`src/logic/sd_cfg_pkg.sv`:
```
// constants, register map and field layouts of the card host config slice
// assumes a 32-bit apb master and a card clock far slower than the system clock
package sd_cfg_pkg;

    localparam int ADDR_W = 8;
    localparam int DATA_W = 32;

    // register byte offsets
    localparam logic [ADDR_W-1:0] OFS_IRQ_MASK = 8'h00;
    localparam logic [ADDR_W-1:0] OFS_RESP_WAIT = 8'h04;
    localparam logic [ADDR_W-1:0] OFS_RD_WAIT = 8'h08;
    localparam logic [ADDR_W-1:0] OFS_BLOCK_LEN = 8'h0c;
    localparam logic [ADDR_W-1:0] OFS_STATUS = 8'h10;
    localparam logic [ADDR_W-1:0] OFS_PROGRESS = 8'h14;

    // field positions and widths
    localparam int RESP_CNT_LSB = 0;
    localparam int RESP_CNT_W = 8;
    localparam int RD_HIGH_LSB = 8;
    localparam int RD_HIGH_W = 5;
    localparam int RD_LOW_LSB = 0;
    localparam int RD_LOW_W = 16;
    localparam int RD_CNT_W = 24;
    localparam int BLOCK_SIZE_BYTES_LSB = 0;
    localparam int BLOCK_SIZE_BYTES_W = 12;
    localparam int IRQ_W = 13;
    localparam int PROG_RESP_ACT = 16;
    localparam int PROG_RD_ACT = 17;

    // values after reset
    localparam logic [IRQ_W-1:0] IRQ_MASK_RESET = 13'h0000;
    localparam logic [RESP_CNT_W-1:0] RESP_CNT_RESET = 8'h00;
    localparam logic [RD_HIGH_W-1:0] RD_HIGH_RESET = 5'h00;
    localparam logic [RD_LOW_W-1:0] RD_LOW_RESET = 16'h0000;
    localparam logic [BLOCK_SIZE_BYTES_W-1:0] BLOCK_SIZE_BYTES_RESET = 12'h200;

    // implemented event bits, bit 8 reserved
    localparam logic [IRQ_W-1:0] IRQ_VALID = 13'h1eff;

    // event layout shared by mask, status and event inputs
    typedef struct packed {
        logic xfer_finished;
        logic dat3_edge;
        logic rx_reg_ready;
        logic tx_reg_ready;
        logic reserved8;
        logic resp_crc_err;
        logic rd_crc_err;
        logic wr_crc_err;
        logic resp_timeout;
        logic rd_timeout;
        logic cmd_resp_finished;
        logic busy_release;
        logic data_finished;
    } irq_bits_t;

    typedef struct packed {
        logic sel;
        logic enable;
        logic write;
        logic [ADDR_W-1:0] addr;
        logic [DATA_W-1:0] wdata;
    } apb_req_t;

endpackage

```
`src/logic/sd_host_irq_mask_timeout_blocklen.sv`:
```
// interrupt mask, response and read-data time-outs, block length of the card host
// assumes an apb master on i_clk_sys and a card clock from another domain
`timescale 1ns/1ns
// Behaviour
// - response wait limit, zero disables
// - response expiry sets response time-out flag
// - response time-out interrupts when enabled
// - read wait is five high bits above low half
// - high read-wait part holds at most 1fh
// - read wait counts combined cycles, zero disables
// - read expiry sets read time-out flag
// - read time-out interrupts when enabled
// - block size field sets block byte count
// - bits 12, 11 enable done, dat3 edge
// - bits 10, 9 enable rx, tx ready
// - bits 7..5 enable crc error interrupts
// - bits 4, 3 enable time-out interrupts
// - bits 2..0 enable done interrupts
// - interrupt on status zero-to-one transition only
module sd_host_irq_mask_timeout_blocklen
    import sd_cfg_pkg::*;
(
    input wire logic i_clk_sys,
    input wire logic i_resetn,
    input wire logic i_psel,
    input wire logic i_penable,
    input wire logic i_pwrite,
    input wire logic [ADDR_W-1:0] i_paddr,
    input wire logic [DATA_W-1:0] i_pwdata,
    output logic [DATA_W-1:0] o_prdata,
    output logic o_pready,
    output logic o_pslverr,
    input wire logic i_card_clk,
    input wire irq_bits_t i_events,
    input wire logic i_resp_wait_start,
    input wire logic i_resp_received,
    input wire logic i_rd_wait_start,
    input wire logic i_rd_data_received,
    input wire logic i_data_byte,
    input wire logic i_block_restart,
    output logic o_irq,
    output logic [BLOCK_SIZE_BYTES_W-1:0] o_block_size_bytes,
    output logic o_block_done
);

    apb_req_t req;
    logic access;
    logic wr_fire;
    logic rd_hit;
    logic status_wr;
    logic addr_ok;
    logic [DATA_W-1:0] rd_word;

    // apb handshake
    logic pready_reg;
    logic pready_next;
    logic pslverr_reg;
    logic pslverr_next;
    logic [DATA_W-1:0] prdata_reg;
    logic [DATA_W-1:0] prdata_next;

    // configuration
    irq_bits_t mask_reg;
    irq_bits_t mask_next;
    logic [RESP_CNT_W-1:0] resp_cnt_reg;
    logic [RESP_CNT_W-1:0] resp_cnt_next;
    logic [RD_HIGH_W-1:0] rd_high_reg;
    logic [RD_HIGH_W-1:0] rd_high_next;
    logic [RD_LOW_W-1:0] rd_low_reg;
    logic [RD_LOW_W-1:0] rd_low_next;
    logic [BLOCK_SIZE_BYTES_W-1:0] block_size_bytes_reg;
    logic [BLOCK_SIZE_BYTES_W-1:0] block_size_bytes_next;

    // events
    irq_bits_t status_reg;
    irq_bits_t status_next;
    irq_bits_t pending_reg;
    irq_bits_t pending_next;
    irq_bits_t ev_set;
    irq_bits_t ev_clr;
    irq_bits_t ev_rise;
    logic irq_reg;
    logic irq_next;

    // card clock sampling
    logic card_meta_reg;
    logic card_sync_reg;
    logic card_prev_reg;
    logic card_tick;

    // block byte counting
    logic [BLOCK_SIZE_BYTES_W-1:0] byte_cnt_reg;
    logic [BLOCK_SIZE_BYTES_W-1:0] byte_cnt_next;
    logic [BLOCK_SIZE_BYTES_W-1:0] byte_inc;
    logic last_byte;
    logic block_done_reg;
    logic block_done_next;

    // timers
    logic [RD_CNT_W-1:0] rd_limit;
    logic resp_active;
    logic resp_expired;
    logic rd_active;
    logic rd_expired;

    assign req.sel = i_psel;
    assign req.enable = i_penable;
    assign req.write = i_pwrite;
    assign req.addr = i_paddr;
    assign req.wdata = i_pwdata;

    // card clock passes two flops, then edge detect
    always_ff @(posedge i_clk_sys) begin
        if (!i_resetn) begin
            card_meta_reg <= 1'b0;
            card_sync_reg <= 1'b0;
            card_prev_reg <= 1'b0;
        end else begin
            card_meta_reg <= i_card_clk;
            card_sync_reg <= card_meta_reg;
            card_prev_reg <= card_sync_reg;
        end
    end

    assign card_tick = card_sync_reg & ~card_prev_reg;

    // address decode and read mux
    always_comb begin
        access = req.sel & req.enable;
        wr_fire = access & pready_reg & req.write;
        rd_hit = access & ~pready_reg & ~req.write;
        status_wr = wr_fire & (req.addr == OFS_STATUS);
        addr_ok = 1'b1;
        rd_word = '0;
        case (req.addr)
            OFS_IRQ_MASK: begin
                rd_word[IRQ_W-1:0] = mask_reg & IRQ_VALID;
            end
            OFS_RESP_WAIT: begin
                rd_word[RESP_CNT_LSB +: RESP_CNT_W] = resp_cnt_reg;
                rd_word[RD_HIGH_LSB +: RD_HIGH_W] = rd_high_reg;
            end
            OFS_RD_WAIT: begin
                rd_word[RD_LOW_LSB +: RD_LOW_W] = rd_low_reg;
            end
            OFS_BLOCK_LEN: begin
                rd_word[BLOCK_SIZE_BYTES_LSB +: BLOCK_SIZE_BYTES_W] = block_size_bytes_reg;
            end
            OFS_STATUS: begin
                rd_word[IRQ_W-1:0] = status_reg;
            end
            OFS_PROGRESS: begin
                rd_word[BLOCK_SIZE_BYTES_W-1:0] = byte_cnt_reg;
                rd_word[PROG_RESP_ACT] = resp_active;
                rd_word[PROG_RD_ACT] = rd_active;
            end
            default: begin
                addr_ok = 1'b0;
            end
        endcase
    end

    // one wait state, then ready with data
    always_comb begin
        pready_next = access & ~pready_reg;
        pslverr_next = access & ~pready_reg & ~addr_ok;
        prdata_next = prdata_reg;
        if (rd_hit) begin
            prdata_next = rd_word;
        end
    end

    always_ff @(posedge i_clk_sys) begin
        if (!i_resetn) begin
            pready_reg <= 1'b0;
            pslverr_reg <= 1'b0;
            prdata_reg <= '0;
        end else begin
            pready_reg <= pready_next;
            pslverr_reg <= pslverr_next;
            prdata_reg <= prdata_next;
        end
    end

    // configuration writes
    always_comb begin
        mask_next = mask_reg;
        resp_cnt_next = resp_cnt_reg;
        rd_high_next = rd_high_reg;
        rd_low_next = rd_low_reg;
        block_size_bytes_next = block_size_bytes_reg;
        if (wr_fire) begin
            case (req.addr)
                OFS_IRQ_MASK: begin
                    mask_next = req.wdata[IRQ_W-1:0] & IRQ_VALID;
                end
                OFS_RESP_WAIT: begin
                    resp_cnt_next = req.wdata[RESP_CNT_LSB +: RESP_CNT_W];
                    // only five bits kept, top of range is 1fh
                    rd_high_next = req.wdata[RD_HIGH_LSB +: RD_HIGH_W];
                end
                OFS_RD_WAIT: begin
                    rd_low_next = req.wdata[RD_LOW_LSB +: RD_LOW_W];
                end
                OFS_BLOCK_LEN: begin
                    block_size_bytes_next = req.wdata[BLOCK_SIZE_BYTES_LSB +: BLOCK_SIZE_BYTES_W];
                end
                OFS_STATUS: begin
                    // write-one clear taken with the event bits
                    mask_next = mask_reg;
                end
                OFS_PROGRESS: begin
                    // read only, write dropped
                    mask_next = mask_reg;
                end
                default: begin
                    mask_next = mask_reg;
                end
            endcase
        end
    end

    always_ff @(posedge i_clk_sys) begin
        if (!i_resetn) begin
            mask_reg <= IRQ_MASK_RESET;
            resp_cnt_reg <= RESP_CNT_RESET;
            rd_high_reg <= RD_HIGH_RESET;
            rd_low_reg <= RD_LOW_RESET;
            block_size_bytes_reg <= BLOCK_SIZE_BYTES_RESET;
        end else begin
            mask_reg <= mask_next;
            resp_cnt_reg <= resp_cnt_next;
            rd_high_reg <= rd_high_next;
            rd_low_reg <= rd_low_next;
            block_size_bytes_reg <= block_size_bytes_next;
        end
    end

    // combined read wait count
    assign rd_limit = {{(RD_CNT_W-RD_HIGH_W-RD_LOW_W){1'b0}}, rd_high_reg, rd_low_reg};

    wait_timer #(
        .CNT_W(RESP_CNT_W)
    ) u_resp_timer (
        .i_clk_sys(i_clk_sys),
        .i_resetn(i_resetn),
        .i_tick(card_tick),
        .i_start(i_resp_wait_start),
        .i_stop(i_resp_received),
        .i_limit(resp_cnt_reg),
        .o_active(resp_active),
        .o_expired(resp_expired)
    );

    wait_timer #(
        .CNT_W(RD_CNT_W)
    ) u_rd_timer (
        .i_clk_sys(i_clk_sys),
        .i_resetn(i_resetn),
        .i_tick(card_tick),
        .i_start(i_rd_wait_start),
        .i_stop(i_rd_data_received),
        .i_limit(rd_limit),
        .o_active(rd_active),
        .o_expired(rd_expired)
    );

    // event sources and write-one clear
    always_comb begin
        ev_set = i_events & IRQ_VALID;
        ev_set.resp_timeout = resp_expired;
        ev_set.rd_timeout = rd_expired;
        ev_clr = '0;
        if (status_wr) begin
            ev_clr = req.wdata[IRQ_W-1:0] & IRQ_VALID;
        end
        // level interrupt from pending enabled events
        irq_next = |(pending_next & mask_next);
    end

    // sticky status and pending per event bit, set wins over clear
    for (genvar b = 0; b < IRQ_W; b++) begin : g_event_bit
        logic kept;
        // a bit cleared this cycle counts as zero
        assign kept = status_reg[b] & ~ev_clr[b];
        assign ev_rise[b] = ev_set[b] & ~kept;
        assign status_next[b] = kept | ev_set[b];
        assign pending_next[b] = (pending_reg[b] & ~ev_clr[b])
            | (ev_rise[b] & mask_reg[b]);
    end

    always_ff @(posedge i_clk_sys) begin
        if (!i_resetn) begin
            status_reg <= '0;
            pending_reg <= '0;
            irq_reg <= 1'b0;
        end else begin
            status_reg <= status_next;
            pending_reg <= pending_next;
            irq_reg <= irq_next;
        end
    end

    // byte count per data block
    always_comb begin
        byte_cnt_next = byte_cnt_reg;
        block_done_next = 1'b0;
        byte_inc = byte_cnt_reg + {{(BLOCK_SIZE_BYTES_W-1){1'b0}}, 1'b1};
        // zero block length acts as one byte
        last_byte = (byte_inc >= block_size_bytes_reg);
        if (i_block_restart) begin
            byte_cnt_next = '0;
        end else if (i_data_byte) begin
            if (last_byte) begin
                byte_cnt_next = '0;
                block_done_next = 1'b1;
            end else begin
                byte_cnt_next = byte_inc;
            end
        end
    end

    always_ff @(posedge i_clk_sys) begin
        if (!i_resetn) begin
            byte_cnt_reg <= '0;
            block_done_reg <= 1'b0;
        end else begin
            byte_cnt_reg <= byte_cnt_next;
            block_done_reg <= block_done_next;
        end
    end

    assign o_prdata = prdata_reg;
    assign o_pready = pready_reg;
    assign o_pslverr = pslverr_reg;
    assign o_irq = irq_reg;
    assign o_block_size_bytes = block_size_bytes_reg;
    assign o_block_done = block_done_reg;

endmodule

```
`src/logic/wait_timer.sv`:
```
// card clock cycle wait counter with a programmable limit
// assumes start, stop and tick are single-cycle pulses on the system clock
`timescale 1ns/1ns
module wait_timer #(
    parameter int CNT_W = 8
) (
    input wire logic i_clk_sys,
    input wire logic i_resetn,
    input wire logic i_tick,
    input wire logic i_start,
    input wire logic i_stop,
    input wire logic [CNT_W-1:0] i_limit,
    output logic o_active,
    output logic o_expired
);

    logic [CNT_W-1:0] cnt_reg;
    logic [CNT_W-1:0] cnt_next;
    logic [CNT_W-1:0] limit_reg;
    logic [CNT_W-1:0] limit_next;
    logic active_reg;
    logic active_next;
    logic expired_reg;
    logic expired_next;
    logic [CNT_W-1:0] cnt_inc;

    always_comb begin
        cnt_next = cnt_reg;
        limit_next = limit_reg;
        active_next = active_reg;
        expired_next = 1'b0;
        cnt_inc = cnt_reg + {{(CNT_W-1){1'b0}}, 1'b1};
        if (i_start) begin
            cnt_next = '0;
            limit_next = i_limit;
            // zero limit means no time-out at all
            active_next = (i_limit != '0);
        end else if (i_stop) begin
            active_next = 1'b0;
        end else if (active_reg && i_tick) begin
            cnt_next = cnt_inc;
            if (cnt_inc == limit_reg) begin
                active_next = 1'b0;
                expired_next = 1'b1;
            end
        end
    end

    always_ff @(posedge i_clk_sys) begin
        if (!i_resetn) begin
            cnt_reg <= '0;
            limit_reg <= '0;
            active_reg <= 1'b0;
            expired_reg <= 1'b0;
        end else begin
            cnt_reg <= cnt_next;
            limit_reg <= limit_next;
            active_reg <= active_next;
            expired_reg <= expired_next;
        end
    end

    assign o_active = active_reg;
    assign o_expired = expired_reg;

endmodule

```
`config.mk`:
```
export PLATFORM = sky130hd
export DESIGN_NAME = sd_host_irq_mask_timeout_blocklen
export DESIGN_NICKNAME = d
export VERILOG_FILES = /design/src/logic/sd_cfg_pkg.sv /design/src/logic/sd_host_irq_mask_timeout_blocklen.sv /design/src/logic/wait_timer.sv
export SDC_FILE = /design/constraint.sdc
export NUM_CORES = 1
export LEC_CHECK = 0
export BUFFER_PORTS_ARGS = -buffer_cell sky130_fd_sc_hd__buf_2
export CAP_MARGIN = 0
export CORE_ASPECT_RATIO = 0.9
export CORE_MARGIN = 2
export CORE_UTILIZATION = 60
export DETAILED_ROUTE_END_ITERATION = 12
export GPL_TIMING_DRIVEN = 0
export PLACE_DENSITY = 0.84
export SLEW_MARGIN = 15
export SYNTH_ARGS = -nofsm -noshare
export SYNTH_HDL_FRONTEND = slang
export SYNTH_SLANG_ARGS = --single-unit
export TNS_END_PERCENT = 5
```
`constraint.sdc`:
```
create_clock -name i_clk_sys -period 4.7 [get_ports i_clk_sys]
set_input_delay 0.94 -clock i_clk_sys [delete_from_list [all_inputs] [get_ports i_clk_sys]]
set_output_delay 0.94 -clock i_clk_sys [all_outputs]
set_load 0.1 [all_outputs]
```
Yosys cells after proc, flatten, opt, wreduce, memory -nomap -nowiden:

Index checks and enable logic that the tools add are counted.

* bits of input ports: 65
* word-level logic and storage cells: 233
* bits in registers: 182
* output and inout port bits: 48

* bitwise gates (word level): 118
* $lt $le $gt $ge: 1
* reductions and logical operators: 24
* add/sub/neg operators: 3
* equal/unequal tests: 7
* muxes and demuxes: 20

Operators with widths (number)
* $pmux 12 s6: 1
* $and 1x1->1: 58
* $mux 13: 3
* $not 1->1: 35
* $add 24x1->24 const B: 1
* $eq 24x21->1: 1
* $or 1x1->1: 24
* $reduce_bool 24->1: 1
* $eq 8x4->1 const B: 2
* $eq 8x5->1 const B: 2
* $reduce_and 2->1: 7
* $and 13x13->13: 1
* $reduce_or 13->1: 1
* $add 12x1->12 const B: 1
* $ge 12x12->1: 1
* $mux 1: 12
* $mux 12: 1
* $reduce_bool 3->1: 4
* $add 8x1->8 const B: 1
* $eq 8x3->1 const B: 1
* $eq 8x8->1: 1
* $logic_not 8->1: 1
* $reduce_bool 8->1: 1
* $reduce_or 4->1: 2
* 7 further kinds: 10

Longest topological paths before layout:

Gate-level depths: netlist of the first run.

* depth after elaboration: 13
* gate-level depth with buffers: 12
* gate-level depth less buffers: 11

By module:

A second synthesis of the first run with hierarchy kept.

* cell total of the unflattened synthesis: 1068
* area, all modules: 9256.4 um^2

Modules (own cells, without submodules)
* sd_host_irq_mask_timeout_blocklen: area each 5330.1 um^2, times used 1, sequential area each 2282.2 um^2, cells an instance 616
* wait_timer (u_rd_timer): area each 2906.5 um^2, times used 1, sequential area each 1001.0 um^2, cells an instance 342
* wait_timer (u_resp_timer): area each 1019.7 um^2, times used 1, sequential area each 360.3 um^2, cells an instance 110

Least setup slack after synthesis of the first run:

No wires, ideal clock.

* kind: input to register
* start: input i_paddr[3]
* end: register irq_reg (netlist: o_irq)
* arrival: 2.764 ns
* cell stages on the path: 8
* required time: 4.575 ns
* slack: 1.811 ns
* setup time: 0.125 ns
* buffers on the path: 1
* cell sequence: or4b_4 -> nor4_4 -> buf_6 -> nand2_1 -> a2bb2oi_2 -> o22a_1 -> o221ai_2 -> o41a_1

* cells in the longest elaborated chain, start to end: 11
* elaborated cells on any way between the ends: 92
* those cells by class: eq/ne (1); mux (3); bitwise (86); reduce/logical (2)

RTL lines
* from (decl): RTL line sd_host_irq_mask_timeout_blocklen.sv:28 `input wire logic [ADDR_W-1:0] i_paddr,`
* $eq 8x5->1: RTL line sd_host_irq_mask_timeout_blocklen.sv:132 `status_wr = wr_fire & (req.addr == OFS_STATUS);`
* $and 1x1->1: RTL line sd_host_irq_mask_timeout_blocklen.sv:132
* $mux 13: RTL line sd_host_irq_mask_timeout_blocklen.sv:274 `if (status_wr) begin`
* $not 1->1: RTL line sd_host_irq_mask_timeout_blocklen.sv:285, sd_host_irq_mask_timeout_blocklen.sv:288
* $and 1x1->1: RTL line sd_host_irq_mask_timeout_blocklen.sv:285 `assign kept = status_reg[b] & ~ev_clr[b];`
* $not 1->1: RTL line sd_host_irq_mask_timeout_blocklen.sv:286 `assign ev_rise[b] = ev_set[b] & ~kept;`
* $and 1x1->1: RTL line sd_host_irq_mask_timeout_blocklen.sv:286
* $and 1x1->1: RTL line sd_host_irq_mask_timeout_blocklen.sv:289 `| (ev_rise[b] & mask_reg[b]);`
* $or 1x1->1: RTL line sd_host_irq_mask_timeout_blocklen.sv:289
* $and 13x13->13 *: RTL line sd_host_irq_mask_timeout_blocklen.sv:278 `irq_next = |(pending_next & mask_next);`
* $reduce_or 13->1 *: RTL line sd_host_irq_mask_timeout_blocklen.sv:278
* to (signal assigned): RTL line sd_host_irq_mask_timeout_blocklen.sv:300 `irq_reg <= irq_next;`
* to (decl): RTL line sd_host_irq_mask_timeout_blocklen.sv:82 `logic irq_reg;`

Every way passes the cells marked *; elsewhere a longest branch is shown, timed or not.
A chain may end at the register's enable or synchronous reset.

Worst setup path in the final report of the first run:

* start: register byte_cnt_reg[2]
* end: register byte_cnt_reg[3]

* cells in the longest elaborated chain, start to end: 3

RTL lines
* from (decl): RTL line sd_host_irq_mask_timeout_blocklen.sv:92 `logic [BLOCK_SIZE_BYTES_W-1:0] byte_cnt_reg;`
* from (signal assigned): RTL line sd_host_irq_mask_timeout_blocklen.sv:328 `byte_cnt_reg <= byte_cnt_next;`
* $add 12x1->12 *: RTL line sd_host_irq_mask_timeout_blocklen.sv:308 `byte_inc = byte_cnt_reg + {{(BLOCK_SIZE_BYTES_W-1){1'b0}}, 1'b1};`
* $ge 12x12->1: RTL line sd_host_irq_mask_timeout_blocklen.sv:310 `last_byte = (byte_inc >= block_size_bytes_reg);`
* $mux 12 *: RTL line sd_host_irq_mask_timeout_blocklen.sv:314 `if (last_byte) begin`

Marked as above.

==> results.toml, run 1 <==
[status]
status = "finished clean"

[yosys]
yosysUniqueCellTypes = 63
ys_seq_area_share_pct = 39.9
synth_area_leaders = "dfxtp_1, xor2_1, mux2i_1"
yosys-top-cells-count = "dfxtp_1, nand2_1, nand3_1, xor2_1"
synth_top_area_cell = "dfxtp_1"
syn_area_um2 = 8970
syn_inst = 1023
synth-edff-count = 0
synth.most_common_cell = "dfxtp_1"
synth_seq_cells = 179
synth_ff_type = "dfxtp_1"
async_flop_share_pct = 0
yosysWarnings = 0
syn_area_per_cell_um2 = 8.77
synth_top_area_share_pct = 39.9

[timing]
slew_viol_final = 0
period_minus_slack_ns = 3.40
fin_setup_tns_ns = 0
finalCritPeriodShare_pct = 72.4
rsz0062_at_grt = "no"
fmax_ghz = 0.294
setup_viol = 0
worstMarginPinSlew_ns = 0.769
finClkSkew_ns = 0.00875
hold_viol = 0
holdWs_ns = 0.437
slew_headroom_pct = 47.4

[cts]
clkTransAtPathRegs_ns = 0.07
htree_levels = 4
clock_path_buffers = 2
clk-insertion-delay-late_ns = 0.44
clock-root-buffer = "clkbuf_16"
cts-buffers-inserted = 17
clock-sinks = 179
hold_buffers = 0
postCtsResizedCells = 0
cts_tree = "done"
post_cts_buffers = 0

[final_layout]
area_growth_pct = 15.1
finish.cell_count_without_fillers = 1343
largest_reg_flops = 24
design_area_um2 = 10300
nNetsFinal = 1212
num_antenna_cells = 0
fillers = 1139
drive_gt1_share_pct = 12.3

[floorplanning]
io_pins = 113
die_w_um = 133
core_area_um2 = 14700
start_util_pct = 61.2
num_rows = 42
dieArea_um2 = 15900
die_h_um = 120

[detailed_routing]
vias = 8169
drt_pass1_iterations = 5
drtIter0Drc = 945
vias_per_cell = 6.08
ant_nets = 0
totalWireLength_um = 25200
drc = 0
wire_per_inst_um = 18.8

[hold_path]
min_from = "card_meta_reg"
hold_path_depth = 1
min_path_type = "reg -> reg"
hold_path_end = "card_sync_reg"

[setup_path]
setup.worst_path.end_class = "register"
r2r_end = "byte_cnt_reg[3]"
cp_max_fo = 10
timing.rr.start = "byte_cnt_reg[2]"
crit_type = "reg -> reg"
required_ns = 5.04
arrival_ns = 3.75
cp-start-kind = "register"
r2r_slack_ns = 1.30
reg2regPathDepth = 12

[global_route]
grt.total_usage_pct = 31.7
grt_pass1_vias = 7590
antenna_found_initial = 0
grt_overflow = 0
grt_pass1_wl_um = 39800
grt_max_degree = 17

[place]
numPortBuffers = 77
dp_hpwl_um = 18200
place_inst = 1311
placed_area_um2 = 9650
gp_congestion = 0.938

[power]
leakagePower_nw = 4.02
p_total_mw = 3.42
p_per_area_nw_per_um2 = 331
max-vdd-ir-drop_mv = 0.351

[run]
drv_cap = 0
metrics by stage:
stage	utilization, %	setup WS (ns)
2_1_floorplan	-	1.81
3_3_place_gp	65.8	1.32
3_5_place_dp	65.8	1.28
4_1_cts	70.4	1.37
5_1_grt	70.4	1.14
6_report	70.4	1.30
critical path, cell delays in order (launching register included):
cell,delay [ns]
dfxtp_1,0.46
and3_1,0.27
and3_1,0.25
and3_1,0.25
and3_1,0.28
nand3_1,0.12
xnor2_1,0.15
ha_1,0.29
a211o_1,0.32
nor2_1,0.10
o21ai_0,0.22
clkbuf_1,0.31
a211oi_1,0.30
cell usage in the layout, fill, tap and decap left out, types with 10 or more instances in the layout:
cell type	n
xor2_1	59
xnor2_1	31
nor2_1	52
buf_2	79
a211oi_1	15
a21oi_1	27
ha_1	15
conb_1	14
nand4_1	17
buf_1	10
a21boi_0	56
o21ai_0	26
nand3_1	67
clkbuf_1	48
mux2i_1	45
and3_1	15
o21a_1	14
inv_1	14
nand2_1	111
a221oi_1	22
a22o_1	11
buf_4	15
or3_1	11
nor2b_1	56
dfxtp_1	179
clkbuf_16	17
nor3_1	14
cell families after synthesis:
| family | synth area share (%) |
|---|---|
| other | 0.0418 |
| XOR/XNOR | 8.79 |
| AO/OA/AOI/OAI | 17.1 |
| flip-flops | 39.9 |
| adder cells (fa/ha/maj) | 2.09 |
| AND/OR/NAND/NOR | 22.4 |
| multiplexers | 5.02 |
| buffers and inverters | 4.63 |
layout make-up:
type / count / area [µm²] / area share, %
buffer: 78 / 363 / 3.51
clock buffer: 19 / 443 / 4.29
clock inverter: 13 / 229 / 2.22
inverter: 14 / 52.6 / 0.509
multi-input combinational: 765 / 5020 / 48.6
sequential: 179 / 3580 / 34.7
tap: 198 / 248 / 2.40
timing repair buffer: 77 / 385 / 3.73
report_power, final:
group	switching [mW]	total [mW]	internal, mW
clock network	0.614	1.63	1.01
registers	0.00921	1.54	1.53
logic	0.182	0.249	0.0668
worst max-delay path by stage:
stage	from	end	slack, ns	cells past startpoint
final	byte_cnt_reg[2]	byte_cnt_reg[3]	1.30	12
after global routing	byte_cnt_reg[2]	byte_cnt_reg[8]	1.14	12
after CTS	byte_cnt_reg[2]	byte_cnt_reg[3]	1.37	12
after detailed placement	i_paddr[5]	o_prdata[12]	1.28	7
after global placement	i_paddr[5]	o_prdata[12]	1.32	7
after floorplan	i_paddr[3]	o_irq	1.81	8
layer usage:
metal  GRT usage [%]  part of all wire, %  vias to the layer above
met3            7.01                   11                       58
met5               0                    0                        -
met2            47.8                   44                      452
met4            11.4                  2.2                        0
met1            44.5                   43                     3836
li1                -                    -                     3823
Note: power is estimated with default switching activity, not from simulation.
==> run 2: changes to the inputs <==
- CORE_UTILIZATION: 60 -> 53
- PLACE_DENSITY: 0.84 -> 0.79
- clock period: 4.7 -> 3 ns (I/O delays scaled with it)
==> run 2 against run 1 <==
Net effect: combinational power up 57%; routed wire length down 0.80%; via count down 1.3%; die area up 13%; cell area up 0.88%; global-route usage down 4.3 points; sequential share of layout area down 0.22 points; clock-buffer cell count unchanged; core utilization down 8.1 points; first-iteration DRC count up 5.8%; critical path type unchanged; total power up 53%; flip-flop and latch count unchanged.
==> results.toml, run 2 (synthesis results as in run 1) <==
[timing]
setup_slack_ns = 0.0663
hold_viol = 0
rsz0062_at_grt = "yes"
finalCritPeriodShare_pct = 97.8
finClkSkew_ns = 0.00903
slew_headroom_pct = 47.5
slew_viol_final = 0
setup_viol = 0
period_minus_slack_ns = 2.93
fmax_ghz = 0.341
worstMarginPinSlew_ns = 0.785

[cts]
cts-buffers-inserted = 17
clk-insertion-delay-late_ns = 0.44
htree_levels = 4
hold_buffers = 0
cts_tree = "done"
clock-sinks = 179
clkTransAtPathRegs_ns = 0.07
clock_path_buffers = 2
clock-root-buffer = "clkbuf_16"

[detailed_routing]
ant_nets = 0
drc = 0
vias_per_cell = 5.95
wire_per_inst_um = 18.5
totalWireLength_um = 25000
vias = 8060
drtIter0Drc = 1000
drt_pass1_iterations = 5

[setup_path]
required_ns = 3.35
r2r_end = "byte_cnt_reg[8]"
arrival_ns = 3.29
cp-start-kind = "register"
crit_type = "reg -> reg"
cp_max_fo = 10
reg2regPathDepth = 11
timing.rr.start = "byte_cnt_reg[2]"
setup.worst_path.end_class = "register"
r2r_slack_ns = 0.07

[power]
p_sw_mw = 1.27
p_per_area_nw_per_um2 = 500
p_total_mw = 5.21
netSwitchingFraction_pct = 24.4
leakagePower_nw = 4.03
max-vdd-ir-drop_mv = 0.432
power_frac_seq_pct = 46.3
p_comb_share_pct = 7.5
clock_power_share_pct = 46.2
intPower_mw = 3.94

[place]
place_inst = 1324
dp_hpwl_um = 18000
gp_congestion = 0.939
place_ws_ns = -0.256
placed_area_um2 = 9670
numPortBuffers = 77

[run]
drv_cap = 0

[final_layout]
design_area_um2 = 10400
nNetsFinal = 1212
layout_common_cells = "dfxtp_1, nand2_1, buf_2, nand3_1, xor2_1"
drive_gt1_share_pct = 14.2
largest_reg_flops = 24
layout_commonest_cell = "dfxtp_1"
fillers = 1427
area_growth_pct = 16.1
num_antenna_cells = 0
finish.cell_count_without_fillers = 1355

[global_route]
grt_overflow = 0
grt_pass1_vias = 7338
grt.total_usage_pct = 27.4
grt_max_degree = 17
antenna_found_initial = 0
grt_pass1_wl_um = 38900

[status]
status = "finished clean"

[hold_path]
min_path_type = "in -> reg"
hold_path_depth = 2
min_from = "i_card_clk"
hold_path_end = "card_meta_reg"

[floorplanning]
die_w_um = 141
dieArea_um2 = 18000
core_area_um2 = 16700
io_pins = 113
start_util_pct = 53.6
num_rows = 45
die_h_um = 127
-- run 2: worst max-delay path, cell delays in order (launching register included) --
cell,delay [ns]
dfxtp_4,0.38
and3_4,0.22
and3_4,0.21
and3_4,0.21
and3_4,0.21
nand3_1,0.10
xnor2_1,0.15
ha_1,0.30
a211o_1,0.32
o221a_2,0.34
buf_6,0.17
a211oi_1,0.23
-- run 2: worst max-delay path by stage --
stage,end,startpoint,slack (ns)
floorplan,o_irq,o_pready,0.15
global placement,byte_cnt_reg[2],byte_cnt_reg[0],-0.22
detailed placement,byte_cnt_reg[8],byte_cnt_reg[0],-0.26
CTS,byte_cnt_reg[2],byte_cnt_reg[0],0.03
global route,u_rd_timer.o_expired,u_rd_timer.cnt_reg[0],-0.04
finish,byte_cnt_reg[8],byte_cnt_reg[2],0.07
-- run 2: area by class of cell --
| class | instances | area, µm² | area share [%] |
|---|---|---|---|
| multi-input cells | 765 | 5110 | 49.1 |
| flip-flops and latches | 179 | 3590 | 34.5 |
| clock buffers | 19 | 453 | 4.35 |
| repair buffers | 77 | 385 | 3.70 |
| plain buffers | 78 | 375 | 3.60 |
| well taps | 211 | 264 | 2.53 |
| clock inverters | 12 | 180 | 1.73 |
| inverters | 14 | 52.6 | 0.505 |
-- run 2: timing repair --
| action | in CTS | in global routing |
|---|---|---|
| resized for setup | 12 | 21 |
| setup endpoints to repair | 11 | 12 |
| setup buffers | 0 | 0 |
-- run 2: power by group through the flow --
stage	clock network (mW)	logic [mW]	registers, mW
after global routing	2.52	0.407	2.41
after global placement	0	0.378	2.46
after CTS	2.41	0.383	2.41
after detailed placement	0	0.380	2.47
after floorplan	0	0.210	2.53
final	2.41	0.392	2.41
-- run 2: layer usage --
metal / part of all wire, % / global-route usage [%] / vias to the layer above
met4: 1.8 / 7.29 / 0
li1: - / - / 3814
met1: 45 / 40.2 / 3793
met5: 0 / 0 / -
met3: 10 / 6.63 / 47
met2: 42 / 40.2 / 406
-- run 2: per-stage QoR --
step | setup TNS [ns] | hold WS, ns | util, %
global placement | -1.88 | 0.418 | 57.8
CTS | 0 | 0.362 | 61.8
floorplan | 0 | 0.412 | -
detailed placement | -2.42 | 0.420 | 57.8
global route | -0.0914 | 0.363 | 62.3
finish | 0 | 0.366 | 62.3
